[src/tcx_pkg.sv]
// Package for the timer and external interrupt control register.
// Assumes one system clock; all users name items as tcx_pkg::name.
`default_nettype none
package tcx_pkg;

  // ----------------------------------------------------------------
  // Register address and reset value
  // ----------------------------------------------------------------
  localparam logic [7:0] TCX_CTRL_ADDR = 8'h88;
  localparam logic [7:0] TCX_CTRL_RESET = 8'h00;

  // ----------------------------------------------------------------
  // Bit positions inside the control register
  // ----------------------------------------------------------------
  localparam int unsigned TCX_BIT_T1_OVF = 7;
  localparam int unsigned TCX_BIT_T1_RUN = 6;
  localparam int unsigned TCX_BIT_T0_OVF = 5;
  localparam int unsigned TCX_BIT_T0_RUN = 4;
  localparam int unsigned TCX_BIT_EXT1_FLAG = 3;
  localparam int unsigned TCX_BIT_EXT1_TYPE = 2;
  localparam int unsigned TCX_BIT_EXT0_FLAG = 1;
  localparam int unsigned TCX_BIT_EXT0_TYPE = 0;

  // ----------------------------------------------------------------
  // Carriers
  // ----------------------------------------------------------------
  // Vectoring acknowledges or interrupt enables, one bit per source.
  typedef struct packed {
    logic t1;
    logic t0;
    logic ext1;
    logic ext0;
  } tcx_src_t;

  // Configuration held in neighbouring registers of the unit.
  typedef struct packed {
    logic t1_gate;
    logic t0_gate;
    logic ext1_polarity;
    logic ext0_polarity;
    logic t0_split_mode;
  } tcx_cfg_t;

endpackage
`default_nettype wire

[src/tcx_ext_flag.sv]
// One external interrupt flag with level or edge detection.
// Assumes the input pin is already synchronous to clock_i.
`default_nettype none
module tcx_ext_flag (
  // Clock and reset.
  input wire logic clock_i,
  input wire logic rstn_i,
  // Pin and configuration.
  input wire logic pin_i,
  input wire logic polarity_i,
  input wire logic type_i,
  // Software write and vectoring clear.
  input wire logic we_i,
  input wire logic wv_i,
  input wire logic ack_i,
  // Flag and decoded active level.
  output logic flag_o,
  output logic active_o
);

  logic flag_r;
  logic flag_nxt;
  logic prev_r;
  logic prev_nxt;
  logic edge_seen;

  // Pin is active when it matches the polarity setting.
  assign active_o = (pin_i == polarity_i);
  assign edge_seen = active_o & ~prev_r;
  assign flag_o = flag_r;

  // ----------------------------------------------------------------
  // Next flag value
  // ----------------------------------------------------------------
  // In level mode the flag follows the pin; in edge mode a new edge
  // wins over any clear arriving in the same cycle.
  always_comb begin
    prev_nxt = active_o;
    flag_nxt = flag_r;
    if (!type_i) begin
      flag_nxt = active_o;
    end else if (edge_seen) begin
      flag_nxt = 1'b1;
    end else if (ack_i || (we_i && !wv_i)) begin
      flag_nxt = 1'b0;
    end else if (we_i && wv_i) begin
      flag_nxt = 1'b1;
    end
  end

  // Registers the flag and the previous decoded active level.
  always_ff @(posedge clock_i or negedge rstn_i) begin
    if (!rstn_i) begin
      flag_r <= 1'b0;
      prev_r <= 1'b0;
    end else begin
      flag_r <= flag_nxt;
      prev_r <= prev_nxt;
    end
  end

  // ----------------------------------------------------------------
  // Checks
  // ----------------------------------------------------------------
  property p_edge_clear;
    @(posedge clock_i) disable iff (!rstn_i)
      (type_i && ack_i && !edge_seen) |=> !flag_r;
  endproperty
  a_edge_clear: assert property (p_edge_clear)
    else $error("Edge flag not cleared by vectoring.");

  property p_edge_set;
    @(posedge clock_i) disable iff (!rstn_i)
      (type_i && active_o && !prev_r) |=> flag_r;
  endproperty
  a_edge_set: assert property (p_edge_set)
    else $error("Edge did not set the external flag.");

endmodule
`default_nettype wire

[src/tcx_ctrl.sv]
// Timer run and overflow flags plus external interrupt flags and
// types, reached as one byte on the special function register port.
// Assumes all inputs are synchronous to clock_i; the timer datapaths,
// vectoring logic and enable registers sit outside this block.
//
// Notes on behaviour
// - Outside split mode, second timer counts only while its run bit, bit 6, is one.
// - First timer counts only while its run bit, bit 4, is one.
// - Outside split mode, second timer overflow sets bit 7 flag in hardware.
// - Bit 7 flag cleared by software or by vectoring to its routine.
// - First timer overflow sets bit 5 flag in hardware.
// - Bit 5 flag cleared by software or by vectoring to its routine.
// - External 1 flag, bit 3, set on chosen edge or active level.
// - In edge mode external 1 flag clears by software or vectoring.
// - Bit 2 selects external 1 level (0) or edge (1) triggering.
// - External 0 flag, bit 1, set on chosen edge or active level.
// - In edge mode external 0 flag clears by software or vectoring.
// - Bit 0 selects external 0 level (0) or edge (1) triggering.
// - First timer runs when run set and gate off or input active.
// - Split mode: second run bit drives upper byte, its overflow sets bit 7.
`default_nettype none
module tcx_ctrl (
  // Clock and reset.
  input wire logic clock_i,
  input wire logic rstn_i,
  // Special function register port.
  input wire logic [7:0] sfr_addr_i,
  input wire logic sfr_wr_i,
  input wire logic [7:0] sfr_wdata_i,
  input wire logic sfr_bit_wr_i,
  input wire logic [2:0] sfr_bit_sel_i,
  input wire logic sfr_bit_val_i,
  input wire logic sfr_rd_i,
  output logic [7:0] sfr_rdata_o,
  // Timer overflow events, one-cycle pulses.
  input wire logic t0_ovf_i,
  input wire logic t0_upper_byte_ovf_i,
  input wire logic t1_ovf_i,
  // External interrupt pins.
  input wire logic ext_irq0_input_i,
  input wire logic ext_irq1_input_i,
  // Neighbouring configuration, acknowledges and enables.
  input wire tcx_pkg::tcx_cfg_t cfg_i,
  input wire tcx_pkg::tcx_src_t ack_i,
  input wire tcx_pkg::tcx_src_t irq_en_i,
  // Count enables for the timer datapaths.
  output logic t0_count_en_o,
  output logic t0_upper_byte_en_o,
  output logic t1_count_en_o,
  // Interrupt requests to the core.
  output tcx_pkg::tcx_src_t irq_req_o
);

  // ----------------------------------------------------------------
  // Register state
  // ----------------------------------------------------------------
  logic t1_overflow_flag_r;
  logic t1_overflow_flag_nxt;
  logic t1_run_r;
  logic t1_run_nxt;
  logic t0_overflow_flag_r;
  logic t0_overflow_flag_nxt;
  logic t0_run_r;
  logic t0_run_nxt;
  logic ext_irq1_type_r;
  logic ext_irq1_type_nxt;
  logic ext_irq0_type_r;
  logic ext_irq0_type_nxt;
  logic [7:0] rdata_r;
  logic [7:0] rdata_nxt;
  logic t0_en_r;
  logic t0_en_nxt;
  logic t0_hi_en_r;
  logic t0_hi_en_nxt;
  logic t1_en_r;
  logic t1_en_nxt;
  tcx_pkg::tcx_src_t irq_r;
  tcx_pkg::tcx_src_t irq_nxt;

  logic ext_irq1_flag;
  logic ext_irq0_flag;
  logic ext0_active;
  logic ext1_active;
  logic hit;
  logic [7:0] wr_en;
  logic [7:0] wr_val;
  logic [7:0] reg_val;
  logic t1_flag_set;

  // ----------------------------------------------------------------
  // Write decode
  // ----------------------------------------------------------------
  // Byte writes touch every bit; bit writes touch only the chosen one.
  assign hit = (sfr_addr_i == tcx_pkg::TCX_CTRL_ADDR);
  always_comb begin
    wr_en = 8'h00;
    wr_val = sfr_wdata_i;
    if (hit && sfr_wr_i) begin
      wr_en = 8'hFF;
    end else if (hit && sfr_bit_wr_i) begin
      wr_en[sfr_bit_sel_i] = 1'b1;
      wr_val = {8{sfr_bit_val_i}};
    end
  end

  // Assembled register image.
  assign reg_val = {t1_overflow_flag_r, t1_run_r, t0_overflow_flag_r,
                    t0_run_r, ext_irq1_flag, ext_irq1_type_r,
                    ext_irq0_flag, ext_irq0_type_r};

  // In split mode the upper byte of timer 0 owns the bit 7 flag.
  assign t1_flag_set = cfg_i.t0_split_mode ? t0_upper_byte_ovf_i
                                           : t1_ovf_i;

  // ----------------------------------------------------------------
  // External interrupt flags
  // ----------------------------------------------------------------
  tcx_ext_flag u_ext0 (
    .clock_i(clock_i),
    .rstn_i(rstn_i),
    .pin_i(ext_irq0_input_i),
    .polarity_i(cfg_i.ext0_polarity),
    .type_i(ext_irq0_type_r),
    .we_i(wr_en[tcx_pkg::TCX_BIT_EXT0_FLAG]),
    .wv_i(wr_val[tcx_pkg::TCX_BIT_EXT0_FLAG]),
    .ack_i(ack_i.ext0),
    .flag_o(ext_irq0_flag),
    .active_o(ext0_active)
  );

  tcx_ext_flag u_ext1 (
    .clock_i(clock_i),
    .rstn_i(rstn_i),
    .pin_i(ext_irq1_input_i),
    .polarity_i(cfg_i.ext1_polarity),
    .type_i(ext_irq1_type_r),
    .we_i(wr_en[tcx_pkg::TCX_BIT_EXT1_FLAG]),
    .wv_i(wr_val[tcx_pkg::TCX_BIT_EXT1_FLAG]),
    .ack_i(ack_i.ext1),
    .flag_o(ext_irq1_flag),
    .active_o(ext1_active)
  );

  // ----------------------------------------------------------------
  // Next values of control bits, flags and outputs
  // ----------------------------------------------------------------
  // Hardware sets win over software or vectoring clears.
  always_comb begin
    t1_run_nxt = wr_en[tcx_pkg::TCX_BIT_T1_RUN] ?
                 wr_val[tcx_pkg::TCX_BIT_T1_RUN] : t1_run_r;
    t0_run_nxt = wr_en[tcx_pkg::TCX_BIT_T0_RUN] ?
                 wr_val[tcx_pkg::TCX_BIT_T0_RUN] : t0_run_r;
    ext_irq1_type_nxt = wr_en[tcx_pkg::TCX_BIT_EXT1_TYPE] ?
                 wr_val[tcx_pkg::TCX_BIT_EXT1_TYPE] : ext_irq1_type_r;
    ext_irq0_type_nxt = wr_en[tcx_pkg::TCX_BIT_EXT0_TYPE] ?
                 wr_val[tcx_pkg::TCX_BIT_EXT0_TYPE] : ext_irq0_type_r;
    t1_overflow_flag_nxt = t1_overflow_flag_r;
    if (t1_flag_set) begin
      t1_overflow_flag_nxt = 1'b1;
    end else if (ack_i.t1) begin
      t1_overflow_flag_nxt = 1'b0;
    end else if (wr_en[tcx_pkg::TCX_BIT_T1_OVF]) begin
      t1_overflow_flag_nxt = wr_val[tcx_pkg::TCX_BIT_T1_OVF];
    end
    t0_overflow_flag_nxt = t0_overflow_flag_r;
    if (t0_ovf_i) begin
      t0_overflow_flag_nxt = 1'b1;
    end else if (ack_i.t0) begin
      t0_overflow_flag_nxt = 1'b0;
    end else if (wr_en[tcx_pkg::TCX_BIT_T0_OVF]) begin
      t0_overflow_flag_nxt = wr_val[tcx_pkg::TCX_BIT_T0_OVF];
    end
    t0_en_nxt = t0_run_r & (~cfg_i.t0_gate | ext0_active);
    t0_hi_en_nxt = cfg_i.t0_split_mode & t1_run_r;
    // In split mode timer 1 run control passes to its mode settings.
    t1_en_nxt = cfg_i.t0_split_mode |
                (t1_run_r & (~cfg_i.t1_gate | ext1_active));
    irq_nxt.t1 = t1_overflow_flag_r & irq_en_i.t1;
    irq_nxt.t0 = t0_overflow_flag_r & irq_en_i.t0;
    irq_nxt.ext1 = ext_irq1_flag & irq_en_i.ext1;
    irq_nxt.ext0 = ext_irq0_flag & irq_en_i.ext0;
    rdata_nxt = (hit && sfr_rd_i) ? reg_val : 8'h00;
  end

  // Registers all state; reset gives the documented all-zero image.
  always_ff @(posedge clock_i or negedge rstn_i) begin
    if (!rstn_i) begin
      t1_overflow_flag_r <= tcx_pkg::TCX_CTRL_RESET[7];
      t1_run_r <= tcx_pkg::TCX_CTRL_RESET[6];
      t0_overflow_flag_r <= tcx_pkg::TCX_CTRL_RESET[5];
      t0_run_r <= tcx_pkg::TCX_CTRL_RESET[4];
      ext_irq1_type_r <= tcx_pkg::TCX_CTRL_RESET[2];
      ext_irq0_type_r <= tcx_pkg::TCX_CTRL_RESET[0];
      rdata_r <= 8'h00;
      t0_en_r <= 1'b0;
      t0_hi_en_r <= 1'b0;
      t1_en_r <= 1'b0;
      irq_r <= '0;
    end else begin
      t1_overflow_flag_r <= t1_overflow_flag_nxt;
      t1_run_r <= t1_run_nxt;
      t0_overflow_flag_r <= t0_overflow_flag_nxt;
      t0_run_r <= t0_run_nxt;
      ext_irq1_type_r <= ext_irq1_type_nxt;
      ext_irq0_type_r <= ext_irq0_type_nxt;
      rdata_r <= rdata_nxt;
      t0_en_r <= t0_en_nxt;
      t0_hi_en_r <= t0_hi_en_nxt;
      t1_en_r <= t1_en_nxt;
      irq_r <= irq_nxt;
    end
  end

  // Outputs straight from flip-flops.
  assign sfr_rdata_o = rdata_r;
  assign t0_count_en_o = t0_en_r;
  assign t0_upper_byte_en_o = t0_hi_en_r;
  assign t1_count_en_o = t1_en_r;
  assign irq_req_o = irq_r;

  // ----------------------------------------------------------------
  // Checks
  // ----------------------------------------------------------------
  property p_t1_stop;
    @(posedge clock_i) disable iff (!rstn_i)
      (!t1_run_r && !cfg_i.t0_split_mode) |=> !t1_count_en_o;
  endproperty
  a_t1_stop: assert property (p_t1_stop)
    else $error("Second timer counts with run bit low.");

  property p_t0_stop;
    @(posedge clock_i) disable iff (!rstn_i)
      !t0_run_r |=> !t0_count_en_o;
  endproperty
  a_t0_stop: assert property (p_t0_stop)
    else $error("First timer counts with run bit low.");

  property p_t1_set;
    @(posedge clock_i) disable iff (!rstn_i)
      (t1_ovf_i && !cfg_i.t0_split_mode) |=> reg_val[7];
  endproperty
  a_t1_set: assert property (p_t1_set)
    else $error("Second timer overflow flag not set.");

  property p_t1_ack;
    @(posedge clock_i) disable iff (!rstn_i)
      (ack_i.t1 && !t1_flag_set) |=> !t1_overflow_flag_r;
  endproperty
  a_t1_ack: assert property (p_t1_ack)
    else $error("Second timer flag not cleared by vectoring.");

  property p_t0_set;
    @(posedge clock_i) disable iff (!rstn_i)
      t0_ovf_i |=> reg_val[5] ##1 (reg_val[5] || $past(ack_i.t0)
                                   || $past(wr_en[5]));
  endproperty
  a_t0_set: assert property (p_t0_set)
    else $error("First timer overflow flag not set or lost.");

  property p_t0_ack;
    @(posedge clock_i) disable iff (!rstn_i)
      (ack_i.t0 && !t0_ovf_i) |=> !reg_val[5];
  endproperty
  a_t0_ack: assert property (p_t0_ack)
    else $error("First timer flag not cleared by vectoring.");

  property p_ext1_level;
    @(posedge clock_i) disable iff (!rstn_i)
      (!ext_irq1_type_r) |=> (reg_val[3] == $past(ext1_active));
  endproperty
  a_ext1_level: assert property (p_ext1_level)
    else $error("External 1 level flag does not follow pin.");

  property p_ext0_level;
    @(posedge clock_i) disable iff (!rstn_i)
      (!ext_irq0_type_r) |=> (reg_val[1] == $past(ext0_active));
  endproperty
  a_ext0_level: assert property (p_ext0_level)
    else $error("External 0 level flag does not follow pin.");

  property p_gate;
    @(posedge clock_i) disable iff (!rstn_i)
      (t0_run_r && cfg_i.t0_gate) |=> (t0_count_en_o == $past(ext0_active));
  endproperty
  a_gate: assert property (p_gate)
    else $error("Gated first timer ignores the external input.");

  property p_split;
    @(posedge clock_i) disable iff (!rstn_i)
      (cfg_i.t0_split_mode && t0_upper_byte_ovf_i) |=> t1_overflow_flag_r
      ##0 (t0_upper_byte_en_o == $past(t1_run_r));
  endproperty
  a_split: assert property (p_split)
    else $error("Split mode upper byte not tied to second timer bits.");

  property p_irq;
    @(posedge clock_i) disable iff (!rstn_i)
      (t0_overflow_flag_r && irq_en_i.t0) |=> irq_req_o.t0;
  endproperty
  a_irq: assert property (p_irq)
    else $error("Interrupt request missing for set enabled flag.");

endmodule
`default_nettype wire

[config.mk]
export PLATFORM = sky130hd
export DESIGN_NAME = tcx_ctrl
export DESIGN_NICKNAME = d
export VERILOG_FILES = /design/src/tcx_pkg.sv /design/src/tcx_ext_flag.sv /design/src/tcx_ctrl.sv
export SDC_FILE = /design/constraint.sdc
export NUM_CORES = 1
export LEC_CHECK = 0
export CORE_MARGIN = 2
export CORE_UTILIZATION = 55
export CTS_CLUSTER_SIZE = 8
export DETAILED_ROUTE_END_ITERATION = 12
export DONT_BUFFER_PORTS = 1
export PLACE_DENSITY = 0.7
export RECOVER_POWER = 25
export SYNTH_ARGS = -nofsm -noshare
export SYNTH_HDL_FRONTEND = slang
export SYNTH_HIERARCHICAL = 1
export SYNTH_SLANG_ARGS = --single-unit
[constraint.sdc]
create_clock -name clock_i -period 1.45 [get_ports clock_i]
set_input_delay 0.2175 -clock clock_i [delete_from_list [all_inputs] [get_ports clock_i]]
set_output_delay 0.2175 -clock clock_i [all_outputs]
set_load 0.02 [all_outputs]
==> flow_summary.yaml <==
outcome:
  status: "completed"
sta:
  finalWorstSetupSlack_ns: 0.05942
  min_period_ns: 1.391
  post-route-period-util_pct: 95.90
  setup_violations: 0
  tns_ns: 0
  fmax_mhz: 719.1
  tightest_slew_ns: 1.080
  report.final.slew_viol_count: 0
  max_slew_margin_pct: 27.75
  rsz0062_at_grt: "no"
  fin_skew_ns: 0.002808
  final_hold_viol_count: 0
  whs_ns: 0.001740
final_layout:
  final_common_cell: "dfrtp_1"
  stdcell_count: 140
  n_antenna_cell: 0
  largest_reg_flops: 8
  multiInputGateArea_um2: 543.0
  fillers: 174
  finalNetCount: 156
  synthToLayoutAreaGrowth_pct: 9.147
  seqCellArea_um2: 625.6
  drive_gt1_share_pct: 12.50
  final_cell_mix: "dfrtp_1, inv_1, and3_1"
routing:
  drc: 0
  drt-total-wl_um: 2269
  dr.pass1.iters: 4
  num_vias: 843
  wl_per_cell_um: 16.21
  viasPerCell: 6.021
  final_antenna_net_count: 0
  drt_iter0_drc: 19
pwr:
  p_clk_share_pct: 25.7
  p_int_mw: 0.9128
  power.leakage_nw: 0.6769
  total_power_mw: 1.220
  pwr-share-seq_pct: 64.0
  comb_power_share_pct: 10.3
  switchingPower_mw: 0.3071
  ir_drop_uv: 503.2
  sw_frac_of_total_pct: 25.18
  power-per-cell-area_nw_per_um2: 918.1
floorplanning:
  ios: 58
  dieArea_um2: 2606
  core_um2: 2148
  rows: 17
  start_util_pct: 56.67
  die_h_um: 51.05
  die_x_um: 51.05
synthesis:
  yosys.area.top_type: "dfrtp_1"
  yosys_most_used_dff: "dfrtp_1"
  synth_seq_area_share_pct: 51.39
  synth_edf_count: 0
  synth.area.top_cells: "dfrtp_1, mux2i_1, and3_1"
  synth_top_area_share_pct: 51.39
  yosysUniqueCellTypes: 31
  synthCells: 104
  avgSynthCellArea_um2: 11.71
  ys.warnings.count: 6
  syn-cell-area_um2: 1217
  synth-seq-cells: 25
  syn-num-nets: 147
  async_flop_share_pct: 100.0
placed_design:
  preCtsSetupSlack_ns: -0.2985
  io_buffers: 0
  dpl.cell_count: 132
  globalplace.congestion: 0.8017
  dpl.hpwl_um: 1741
global_routing:
  grt.overflow.total: 0
  antenna_found_initial: 0
  grt_max_degree: 26
  grt_pass1_wl_um: 3622
  grt_pass1_vias: 811
  grtUsageTotal_pct: 18.51
clocking:
  insertion_delay_ns: 0.32
  cts_root_buffer: "clkbuf_4"
  clk_path_buf_depth: 2
  cts_tree: "done"
  cts.sinks: 25
  clkSlewWorstSetupHoldPaths_ns: 0.13
  htreeDepth: 1
  cts_buffers: 3
critical_path:
  crit_required_ns: 1.68
  end_kind: "register"
  crit_arrival_ns: 1.62
  critical_path_class: "input pin to register"
  worstSetupStartpointType: "input pin"
  cp_max_fo: 6
  r2r.worst_path.cells: 2
hold_path:
  hold_depth: 1
  hold_path.class: "input pin to register"
job:
  cap_violations: 0
## cell families (layout without fill, tap and decap cells)
logic type	Yosys count	count (layout)	share of synthesized area, %
compound gates	20	20	11.72
buf+inv	13	21	4.521
xor+xnor	2	2	1.439
simple gates	33	33	20.76
mux	11	11	10.17
flops	25	25	51.39
## Yosys cell counts (all sizes together), types with 2 or more instances
master / n
and3: 8
and2: 6
clkbuf: 2
buf: 2
mux2: 5
nor4bb: 5
nand2b: 2
o21a: 2
inv: 9
a32o: 2
mux2i: 6
a21oi: 7
o211ai: 5
nand2: 3
a311oi: 2
and4b: 2
xnor2: 2
dfrtp: 25
## per-stage QoR
step	instance area [µm²]	utilization [%]
floorplan	1220	-
global placement	1261	58.71
detailed placement	1261	58.71
CTS	1319	61.39
global route	1329	61.85
finish	1329	61.85
## final cells by class
type	count	share of cell area, %
inverters	9	2.542
multi-input cells	66	40.87
clock inverters	1	0.3766
clock buffers	3	1.695
repair buffers	8	4.802
flip-flops and latches	25	47.08
well taps	28	2.637
## worst max-delay path, cell delays in order
cell	delay [ns]
nor4_4	0.38
nand4b_2	0.18
mux2_1	0.33
mux2_4	0.25
a32o_1	0.25
## repair_timing
item                                   in CTS  in global routing
endpoints found under the hold margin      27                  0
buffers inserted                            0                  1
setup endpoints to repair                   0                  2
gates resized for setup                     0                  1
hold buffers                                3                  0
## worst paths after layout
path / start / to / slack [ns]
setup / recovery: sfr_addr_i[1] / u_ext0/flag_o / 0.06
hold / removal: ext_irq0_input_i / u_ext0/prev_r / 0.002
setup reg to reg: u_ext0/flag_o / u_ext0/flag_o / 0.41
hold reg to reg: t0_overflow_flag_r / irq_req_o[2] / 0.52
max in group asynchronous: rstn_i / sfr_rdata_o[6] / 0.28
min in group asynchronous: rstn_i / sfr_rdata_o[0] / 0.53
## per-layer routing
| metal | vias to the layer above | track usage (%) | share of wire (%) |
|---|---|---|---|
| met4 | 0 | 8.108 | 1.5 |
| met2 | 39 | 30.30 | 46 |
| met5 | - | 0 | 0 |
| met1 | 403 | 22.88 | 42 |
| met3 | 4 | 4.971 | 9.7 |
| li1 | 397 | - | - |
## power groups by stage
stage	clock (mW)	combinational [mW]	sequential, mW
2_1_floorplan	0	0.0983	0.786
3_3_place_gp	0	0.103	0.793
3_5_place_dp	0	0.107	0.795
4_1_cts	0.312	0.127	0.781
5_1_grt	0.331	0.141	0.786
6_report	0.313	0.126	0.780
(Power assumes the default switching activity.)
